`src/include/kse_pkg.sv`:
```
// constants and carrier types for the keyboard response and scan encoder
package kse_pkg;
  // ================= response bytes
  localparam logic [7:0] KSE_ACK = 8'hfa;
  localparam logic [7:0] KSE_POST_PASS = 8'haa;
  localparam logic [7:0] KSE_POST_FAIL = 8'hfc;
  localparam logic [7:0] KSE_ECHO = 8'hee;
  localparam logic [7:0] KSE_RESEND = 8'hfe;
  localparam logic [7:0] KSE_ERR_SET1 = 8'hff;
  localparam logic [7:0] KSE_ERR_SET23 = 8'h00;
  // identification value, arbitrary neutral value
  localparam logic [15:0] KSE_ID_VALUE = 16'h5a01;
  // ================= host command bytes
  localparam logic [7:0] KSE_CMD_ECHO = 8'hee;
  localparam logic [7:0] KSE_CMD_RESEND = 8'hfe;
  localparam logic [7:0] KSE_CMD_READ_ID = 8'hf2;
  localparam logic [7:0] KSE_CMD_SEL_SET = 8'hf0;
  localparam logic [7:0] KSE_CMD_LOWEST = 8'hed;
  localparam logic [7:0] KSE_OPT_QUERY = 8'h00;
  localparam logic [7:0] KSE_OPT_MAX = 8'h03;
  // ================= scan code sets
  localparam logic [1:0] KSE_SET1 = 2'h1;
  localparam logic [1:0] KSE_SET2 = 2'h2;
  localparam logic [1:0] KSE_SET3 = 2'h3;
  localparam logic [1:0] KSE_SET_DEFAULT = KSE_SET2;
  localparam logic [7:0] KSE_EXT_PREFIX = 8'he0;
  localparam logic [7:0] KSE_BRK_PREFIX = 8'hf0;
  localparam logic [7:0] KSE_BRK_BIT = 8'h80;
  localparam logic [7:0] KSE_LSH_MAKE = 8'h2a;
  localparam logic [7:0] KSE_RSH_MAKE = 8'h36;
  // ================= output buffer
  localparam int KSE_FIFO_AW = 4;
  localparam logic [KSE_FIFO_AW:0] KSE_FIFO_DEPTH = 5'h10;
  localparam logic [1:0] KSE_RESP_ACK_ONLY = 2'h1;
  localparam logic [1:0] KSE_RESP_ACK_ID = 2'h3;
  localparam logic [1:0] KSE_RESP_TWO = 2'h2;

  // command byte from the link receiver
  typedef struct packed {
    logic valid;
    logic parity_err;
    logic [7:0] data;
  } kse_cmd_t;

  // key event from the matrix scanner
  typedef struct packed {
    logic valid;
    logic make;      // 1 press or repeat, 0 release
    logic err;       // switch closure could not be identified
    logic [6:0] num; // key number
    logic ext2;      // set 2/3 code needs the extended prefix
    logic [7:0] code2; // set 2/3 make code
  } kse_key_t;

  // shift and lock state
  typedef struct packed {
    logic lshift;
    logic rshift;
    logic numlock;
  } kse_mods_t;

  // set 1 lookup result
  typedef struct packed {
    logic found;
    logic ext;
    logic nav;   // shift dependent group
    logic navnum; // also reacts to num lock
    logic [7:0] code;
  } kse_s1_t;
endpackage

```
`src/rtl/kse_encoder.sv`:
```
// keyboard response and scan code encoder with output buffer
`timescale 1ns/1ns
module kse_encoder
  import kse_pkg::*;
(
  input wire logic sys_clk, // 25 MHz clock
  input wire logic sys_rst, // synchronous reset, high
  input wire kse_pkg::kse_cmd_t cmd, // host byte from receiver
  output logic cmd_ready, // command byte taken
  input wire kse_pkg::kse_key_t key, // key event
  output logic key_ready, // key event taken
  input wire kse_pkg::kse_mods_t mods, // shift and lock state
  input wire logic post_done, // self-test finished, pulse
  input wire logic post_pass, // self-test result with post_done
  output logic [7:0] tx_data, // head of output buffer
  output logic tx_valid, // buffer not empty
  input wire logic tx_ready, // link took tx_data
  input wire logic tx_abort, // host interrupted current byte
  output logic [1:0] scan_set, // active scan code set
  output logic scan_enable // matrix scanning allowed
);
  import kse_pkg::*;

  // ==========================================================
  // set 1 base table
  function automatic kse_s1_t s1_lookup(input logic [6:0] n);
    kse_s1_t r;
    logic [7:0] k;
    r = '0;
    k = {1'b0, n};
    r.found = 1'b1;
    case (n)
      7'd1: r.code = 8'h29;
      7'd29, 7'd42: r.code = 8'h2b;
      7'd30: r.code = 8'h3a;
      7'd43: r.code = 8'h1c;
      7'd44: r.code = 8'h2a;
      7'd45: r.code = 8'h56;
      7'd57: r.code = 8'h36;
      7'd58: r.code = 8'h1d;
      7'd60: r.code = 8'h38;
      7'd61: r.code = 8'h39;
      7'd90: r.code = 8'h45;
      7'd91: r.code = 8'h47;
      7'd92: r.code = 8'h4b;
      7'd93: r.code = 8'h4f;
      7'd96: r.code = 8'h48;
      7'd97: r.code = 8'h4c;
      7'd98: r.code = 8'h50;
      7'd99: r.code = 8'h52;
      7'd100: r.code = 8'h37;
      7'd101: r.code = 8'h49;
      7'd102: r.code = 8'h4d;
      7'd103: r.code = 8'h51;
      7'd104: r.code = 8'h53;
      7'd105: r.code = 8'h4a;
      7'd106: r.code = 8'h4e;
      7'd110: r.code = 8'h01;
      7'd122: r.code = 8'h57;
      7'd123: r.code = 8'h58;
      7'd125: r.code = 8'h46;
      7'd62: begin r.ext = 1'b1; r.code = 8'h38; end
      7'd64: begin r.ext = 1'b1; r.code = 8'h1d; end
      7'd108: begin r.ext = 1'b1; r.code = 8'h1c; end
      7'd95: begin r.ext = 1'b1; r.nav = 1'b1; r.code = 8'h35; end
      7'd75: begin r.ext = 1'b1; r.nav = 1'b1; r.navnum = 1'b1; r.code = 8'h52; end
      7'd76: begin r.ext = 1'b1; r.nav = 1'b1; r.navnum = 1'b1; r.code = 8'h53; end
      7'd79: begin r.ext = 1'b1; r.nav = 1'b1; r.navnum = 1'b1; r.code = 8'h4b; end
      7'd80: begin r.ext = 1'b1; r.nav = 1'b1; r.navnum = 1'b1; r.code = 8'h47; end
      7'd81: begin r.ext = 1'b1; r.nav = 1'b1; r.navnum = 1'b1; r.code = 8'h4f; end
      7'd83: begin r.ext = 1'b1; r.nav = 1'b1; r.navnum = 1'b1; r.code = 8'h48; end
      7'd84: begin r.ext = 1'b1; r.nav = 1'b1; r.navnum = 1'b1; r.code = 8'h50; end
      7'd85: begin r.ext = 1'b1; r.nav = 1'b1; r.navnum = 1'b1; r.code = 8'h49; end
      7'd86: begin r.ext = 1'b1; r.nav = 1'b1; r.navnum = 1'b1; r.code = 8'h51; end
      7'd89: begin r.ext = 1'b1; r.nav = 1'b1; r.navnum = 1'b1; r.code = 8'h4d; end
      default:
      begin
        // runs of consecutive codes
        if (n >= 7'd2 && n <= 7'd13)
          r.code = k;
        else if (n >= 7'd15 && n <= 7'd28)
          r.code = k - 8'h01;
        else if (n >= 7'd31 && n <= 7'd41)
          r.code = k - 8'h01;
        else if (n >= 7'd46 && n <= 7'd55)
          r.code = k - 8'h02;
        else if (n >= 7'd112 && n <= 7'd121)
          r.code = k - 8'h35;
        else
          r.found = 1'b0;
      end
    endcase
    return r;
  endfunction

  // ==========================================================
  // control state
  logic [1:0] set_r;
  logic halted_r;
  logic optw_r;
  logic [7:0] last_tx_r;
  logic [7:0] resp_q [0:2];
  logic [1:0] resp_n;
  logic [7:0] seq_q [0:3];
  logic [2:0] seq_n;
  logic cmd_take;
  logic key_take;
  logic flush;

  assign scan_set = set_r;
  assign scan_enable = !halted_r && !optw_r && resp_n == 2'h0;
  assign cmd_ready = resp_n == 2'h0 && seq_n == 3'h0 && !post_done;
  assign cmd_take = cmd.valid && cmd_ready;
  assign key_ready = scan_enable && seq_n == 3'h0 && !cmd.valid && !post_done;
  assign key_take = key.valid && key_ready;
  assign flush = cmd_take && !cmd.parity_err && !optw_r && cmd.data == KSE_CMD_SEL_SET;

  always_ff @(posedge sys_clk)
  begin
    if (sys_rst)
    begin
      set_r <= KSE_SET_DEFAULT;
      optw_r <= 1'b0;
      halted_r <= 1'b0;
    end
    else if (post_done)
      halted_r <= !post_pass;
    else if (cmd_take)
    begin
      halted_r <= 1'b0; // host answered
      optw_r <= flush;
      if (optw_r && !cmd.parity_err && cmd.data != KSE_OPT_QUERY && cmd.data <= KSE_OPT_MAX)
        set_r <= cmd.data[1:0];
    end
  end

  // ==========================================================
  // response queue, emptied one byte per cycle into the buffer
  always_ff @(posedge sys_clk)
  begin
    if (sys_rst)
      resp_n <= 2'h0;
    else if (post_done)
    begin
      resp_q[0] <= post_pass ? KSE_POST_PASS : KSE_POST_FAIL;
      resp_n <= KSE_RESP_ACK_ONLY;
    end
    else if (cmd_take)
    begin
      resp_n <= KSE_RESP_ACK_ONLY;
      resp_q[0] <= KSE_ACK;
      if (cmd.parity_err)
        resp_q[0] <= KSE_RESEND;
      else if (optw_r)
      begin
        if (cmd.data > KSE_OPT_MAX)
          resp_q[0] <= KSE_RESEND;
        else if (cmd.data == KSE_OPT_QUERY)
        begin
          resp_q[1] <= {6'h00, set_r};
          resp_n <= KSE_RESP_TWO;
        end
      end
      else if (cmd.data == KSE_CMD_ECHO)
        resp_q[0] <= KSE_ECHO;
      else if (cmd.data == KSE_CMD_RESEND)
        resp_q[0] <= last_tx_r;
      else if (cmd.data == KSE_CMD_READ_ID)
      begin
        resp_q[1] <= KSE_ID_VALUE[7:0];
        resp_q[2] <= KSE_ID_VALUE[15:8];
        resp_n <= KSE_RESP_ACK_ID;
      end
      else if (cmd.data < KSE_CMD_LOWEST)
        resp_q[0] <= KSE_RESEND;
    end
    else if (resp_n != 2'h0)
    begin
      resp_q[0] <= resp_q[1];
      resp_q[1] <= resp_q[2];
      resp_n <= resp_n - 2'h1;
    end
  end

  // ==========================================================
  // scan code sequence builder
  kse_s1_t s1;
  logic [7:0] b [0:3];
  logic [2:0] blen;
  logic [7:0] sh_mk;
  logic [7:0] sh_brk;
  logic shift_any;
  logic [7:0] err_code;

  assign s1 = s1_lookup(key.num);
  assign shift_any = mods.lshift || mods.rshift;
  assign sh_mk = (mods.rshift && !mods.lshift) ? KSE_RSH_MAKE : KSE_LSH_MAKE;
  assign sh_brk = sh_mk | KSE_BRK_BIT;
  assign err_code = set_r == KSE_SET1 ? KSE_ERR_SET1 : KSE_ERR_SET23;

  always_comb
  begin
    b[0] = err_code;
    b[1] = 8'h00;
    b[2] = 8'h00;
    b[3] = 8'h00;
    blen = 3'h1;
    if (key.err)
      b[0] = err_code;
    else if (set_r != KSE_SET1)
    begin
      // set 3 break shares the set 2 form
      b[0] = key.ext2 ? KSE_EXT_PREFIX : KSE_BRK_PREFIX;
      b[1] = key.ext2 ? KSE_BRK_PREFIX : key.code2;
      b[2] = key.code2;
      blen = {2'b00, key.ext2} + (key.make ? 3'h1 : 3'h2);
      if (key.make)
        b[key.ext2 ? 1 : 0] = key.code2;
    end
    else if (s1.found)
    begin
      // repeats arrive as make events and reuse the base make code
      b[0] = key.make ? s1.code : (s1.code | KSE_BRK_BIT);
      if (s1.ext)
      begin
        b[0] = KSE_EXT_PREFIX;
        b[1] = key.make ? s1.code : (s1.code | KSE_BRK_BIT);
        blen = 3'h2;
        if (s1.nav && shift_any && !(s1.navnum && mods.numlock))
        begin
          blen = 3'h4;
          if (key.make)
          begin
            b[1] = sh_brk;
            b[2] = KSE_EXT_PREFIX;
            b[3] = s1.code;
          end
          else
          begin
            b[2] = KSE_EXT_PREFIX;
            b[3] = sh_mk;
          end
        end
        else if (s1.navnum && mods.numlock && !shift_any)
        begin
          blen = 3'h4;
          b[2] = KSE_EXT_PREFIX;
          if (key.make)
          begin
            b[1] = KSE_LSH_MAKE;
            b[3] = s1.code;
          end
          else
            b[3] = KSE_LSH_MAKE | KSE_BRK_BIT;
        end
      end
    end
  end

  always_ff @(posedge sys_clk)
  begin
    if (sys_rst)
      seq_n <= 3'h0;
    else if (key_take)
    begin
      for (int i = 0; i < 4; i++)
        seq_q[i] <= b[i];
      seq_n <= blen;
    end
    else if (seq_n != 3'h0 && resp_n == 2'h0)
    begin
      for (int i = 0; i < 3; i++)
        seq_q[i] <= seq_q[i + 1];
      seq_n <= seq_n - 3'h1;
    end
  end

  // ==========================================================
  // output buffer; pushes are never refused, a full buffer overruns
  logic [7:0] mem [0:KSE_FIFO_DEPTH - 1];
  logic [KSE_FIFO_AW - 1:0] rp_r;
  logic [KSE_FIFO_AW - 1:0] wp_r;
  logic [KSE_FIFO_AW:0] cnt_r;
  logic ovr_r;
  logic push;
  logic [7:0] push_b;
  logic pop;
  logic full;

  assign push = resp_n != 2'h0 || seq_n != 3'h0;
  assign push_b = resp_n != 2'h0 ? resp_q[0] : seq_q[0];
  assign tx_valid = cnt_r != '0;
  assign tx_data = mem[rp_r];
  // an interrupted acknowledge is thrown away, anything else is resent
  assign pop = tx_valid && (tx_ready || (tx_abort && tx_data == KSE_ACK));
  assign full = cnt_r == KSE_FIFO_DEPTH;

  always_ff @(posedge sys_clk)
  begin
    if (sys_rst || flush)
    begin
      rp_r <= '0;
      wp_r <= '0;
      cnt_r <= '0;
      ovr_r <= 1'b0;
    end
    else
    begin
      if (pop)
        rp_r <= rp_r + 1'b1;
      if (push && (!full || pop))
      begin
        mem[wp_r] <= push_b;
        wp_r <= wp_r + 1'b1;
      end
      else if (push && !ovr_r)
      begin
        mem[wp_r - 1'b1] <= err_code;
        ovr_r <= 1'b1;
      end
      if (pop)
        ovr_r <= 1'b0;
      cnt_r <= cnt_r + {4'h0, push && (!full || pop)} - {4'h0, pop};
    end
  end

  always_ff @(posedge sys_clk)
  begin
    if (sys_rst)
      last_tx_r <= KSE_RESEND;
    else if (tx_valid && tx_ready)
      last_tx_r <= tx_data;
  end
endmodule

```
`config.mk`:
```
export PLATFORM = sky130hd
export DESIGN_NAME = kse_encoder
export DESIGN_NICKNAME = d
export VERILOG_FILES = /design/src/include/kse_pkg.sv /design/src/rtl/kse_encoder.sv
export SDC_FILE = /design/constraint.sdc
export NUM_CORES = 1
export LEC_CHECK = 0
export CAP_MARGIN = 20
export CORE_ASPECT_RATIO = 2
export CORE_UTILIZATION = 55
export CTS_BUF_LIST = sky130_fd_sc_hd__clkbuf_16
export DETAILED_ROUTE_END_ITERATION = 10
export DONT_BUFFER_PORTS = 1
export GPL_TIMING_DRIVEN = 0
export PLACE_DENSITY = 0.69
export SYNTH_ARGS = -nofsm -noshare
export SYNTH_HDL_FRONTEND = slang
export SYNTH_SLANG_ARGS = --single-unit
```
`constraint.sdc`:
```
create_clock -name sys_clk -period 12.3 [get_ports sys_clk]
set_input_delay 0.615 -clock sys_clk [delete_from_list [all_inputs] [get_ports sys_clk]]
set_output_delay 0.615 -clock sys_clk [all_outputs]
set_load 0.02 [all_outputs]
```
==> results.sh <==
export IMPL_status="finished, final reports clean"
export IMPL_pre_cts_ws_ns=7.19
export IMPL_grt_start_max_net_pins=18
export IMPL_drc_errors=0
export IMPL_intPower_mw=1.42
export IMPL_slew_viol_final=0
export IMPL_cp_arrival_ns=5.52
export IMPL_ant_nets=0
export IMPL_min_path_type="input port to flip-flop"
export IMPL_synthCells=1000
export IMPL_cts_made_buffers=19
export IMPL_period_share=0.419
export IMPL_die_h_um=203
export IMPL_grt_pass1_wl_mm=50.2
export IMPL_synthesis_nets=1063
export IMPL_wl_per_cell_um=25.7
export IMPL_multi_input_area_um2=4910
export IMPL_final_util=0.612
export IMPL_relSlewSlack=0.211
export IMPL_start_kind="flip-flop"
export IMPL_antenna_found_initial=0
export IMPL_layout_cells_non_filler=1308
export IMPL_die_x_um=103
export IMPL_crit_path_max_fanout=10
export IMPL_skew_ns=0.0295
export IMPL_yosysTopAreaCellShare=0.462
export IMPL_synth_area_leaders="edfxtp_1, dfxtp_1, mux4_2"
export IMPL_cts_hold_buf=0
export IMPL_fmax_mhz=194
export IMPL_cts_num_sinks=206
export IMPL_path_buf_inv=5
export IMPL_via_count=8555
export IMPL_cpMaxStageDelayCell="or4_4"
export IMPL_cts_root_buf="clkbuf_16"
export IMPL_dp_cells=1270
export IMPL_ir_drop_mv=0.119
export IMPL_leakage_nw=4.15
export IMPL_vias_per_cell=6.54
export IMPL_fin_crit_ns=5.15
export IMPL_clkTransAtPathRegs_ns=0.07
export IMPL_drv_cap=0
export IMPL_coreArea_um2=19800
export IMPL_worst_slew_pin_slew_ns=1.18
export IMPL_switching_share=0.341
export IMPL_synth_main_ff_cell="edfxtp_1"
export IMPL_cts_max_level=1
export IMPL_pwr_share_comb=0.314
export IMPL_postCtsSetupRepairBufs=0
export IMPL_area_delta_synth_final_pct=9.10
export IMPL_clock_power_share=0.264
export IMPL_tns_ns=0
export IMPL_async_flop_share=0
export IMPL_grt_pass1_vias=8697
export IMPL_cts_resized=0
export IMPL_crit_type="flip-flop to flip-flop"
export IMPL_cp_top_family="simple AND/OR/NAND/NOR gates"
export IMPL_synth_edff_count=171
export IMPL_worstSkewPairLatency_ns=0.50
export IMPL_fin_nets=1096
export IMPL_dieArea_um2=20800
export IMPL_routed_wl_mm=33.6
export IMPL_power_switching_uw=733
export IMPL_yosysMostFrequentCell="edfxtp_1"
export IMPL_cts_tree="built"
export IMPL_setup_viol=0
export IMPL_power_share_sequential=0.421
export IMPL_firstDrtPassIters=5
export IMPL_finalHoldViolCount=0
export IMPL_setup_ws_ns=7.15
export IMPL_synth_area_um2=11100
export IMPL_crit_chain="buf_2 > buf_2 > mux4_2 > a22oi_1 > nand2_1 > or4_4 > o211a_4 > buf_6 > nor2_1 > inv_1 > ha_1 > inv_1 > ha_1 > fa_1 > a21oi_1 > nor2_1 > nor2_1 > xnor2_1 > nor2_1"
export IMPL_n_antenna_cell=0
export IMPL_pin_count=52
export IMPL_required_ns=12.66
export IMPL_min_from="post_done"
export IMPL_synth_avg_cell_area_um2=11.1
export IMPL_rsz0062_at_grt="no"
export IMPL_initial_utilization=0.561
export IMPL_yosys_warnings=0
export IMPL_rows=73
export IMPL_p_per_area_nw_per_um2=177
export IMPL_gp_congestion=1.08
export IMPL_max_stage_delay_ns=0.64
export IMPL_drive_gt1_frac=0.0966
export IMPL_fill_cells=1706
export IMPL_yosysSeqAreaShare=0.525
export IMPL_grt_overflow=0
export IMPL_hpwlAfterDp_mm=25.2
export IMPL_ff_latch_area_um2=5840
export IMPL_end_kind="flip-flop"
export IMPL_cpMostUsedCell="nor2_1"
export IMPL_ys_types=87
export IMPL_yosys_area_top_type="edfxtp_1"
export IMPL_synthTopCellsByCount="edfxtp_1, nor2_1, nand2_1"
export IMPL_grt_usage=0.333
export IMPL_cts_buffer_depth=3
export IMPL_ys_ff_latch=206
export IMPL_io_buffers=0
export IMPL_drt_iter0_drc=599
[registers in the layout (all words and copies together) (netlist names), named ones only]
| register | count |
|---|---|
| rp_r | 4 |
| seq_n | 3 |
| mem | 128 |
| cnt_r | 5 |
| wp_r | 4 |
| halted_r | 1 |
| seq_q | 32 |
| last_tx_r | 8 |
| scan_set | 2 |
| ovr_r | 1 |
| resp_q | 11 |
| resp_n | 2 |
| optw_r | 1 |
[metal layers]
layer | routed length, µm | part of all wire | track usage
met1 | 10400 | 0.31 | 0.323
met2 | 18300 | 0.54 | 0.611
met3 | 2090 | 0.062 | 0.0516
met4 | 2780 | 0.083 | 0.242
met5 | 0 | 0 | 0
[area by class of cell]
cell class / instances / area share
clock inverters: 15 / 0.00950
clock buffers: 19 / 0.0392
multi-input cells: 705 / 0.405
well taps: 262 / 0.0270
plain buffers: 61 / 0.0221
repair buffers: 12 / 0.00733
flip-flops and latches: 206 / 0.481
inverters: 28 / 0.00867
[through the flow]
step | cell area, µm² | hold WS, ns | total power [mW]
2_1_floorplan | 11100 | 0.428 | 1.39
3_3_place_gp | 11400 | 0.453 | 1.56
3_5_place_dp | 11500 | 0.450 | 1.59
4_1_cts | 12100 | 0.173 | 2.15
5_1_grt | 12100 | 0.191 | 2.25
6_report | 12100 | 0.193 | 2.15
[layout by cell type (no fill, tap or decap), types with 25 or more instances in the layout]
cell type  netlist  layout
nor2_1         117     117
nand3_1         28      28
nor3_1          25      25
o21ai_0         42      42
nand2_1         84      84
dfxtp_1         35      35
a21oi_1         61      60
clkbuf_1        38      38
mux4_2          28      28
inv_1           28      32
edfxtp_1       171     171
[final timing paths]
kind,endpoint,slack [ns],cells after the start
setup / recovery,cnt_r[4],7.15,19
hold / removal,resp_n[1],0.19,1
setup reg to reg,cnt_r[4],7.15,19
hold reg to reg,last_tx_r[2],0.47,2
[logic make-up (layout without fill, tap and decap cells)]
| kind of cell | after synthesis | after routing | share of synthesized area |
|---|---|---|---|
| AO/OA/AOI/OAI | 226 | 226 | 0.134 |
| AND/OR/NAND/NOR | 382 | 382 | 0.177 |
| XOR/XNOR | 17 | 17 | 0.0134 |
| adder cells (fa/ha/maj) | 25 | 25 | 0.0288 |
| flip-flops | 206 | 206 | 0.525 |
| multiplexers | 55 | 55 | 0.0886 |
| buffers and inverters | 89 | 135 | 0.0336 |
[power groups by stage]
stage | Combinational [mW] | Clock, mW | Sequential (mW)
6_report | 0.676 | 0.568 | 0.906
5_1_grt | 0.735 | 0.598 | 0.913
4_1_cts | 0.668 | 0.572 | 0.907
3_5_place_dp | 0.664 | 0 | 0.921
3_3_place_gp | 0.643 | 0 | 0.921
2_1_floorplan | 0.476 | 0 | 0.911
(Power assumes the default switching activity.)
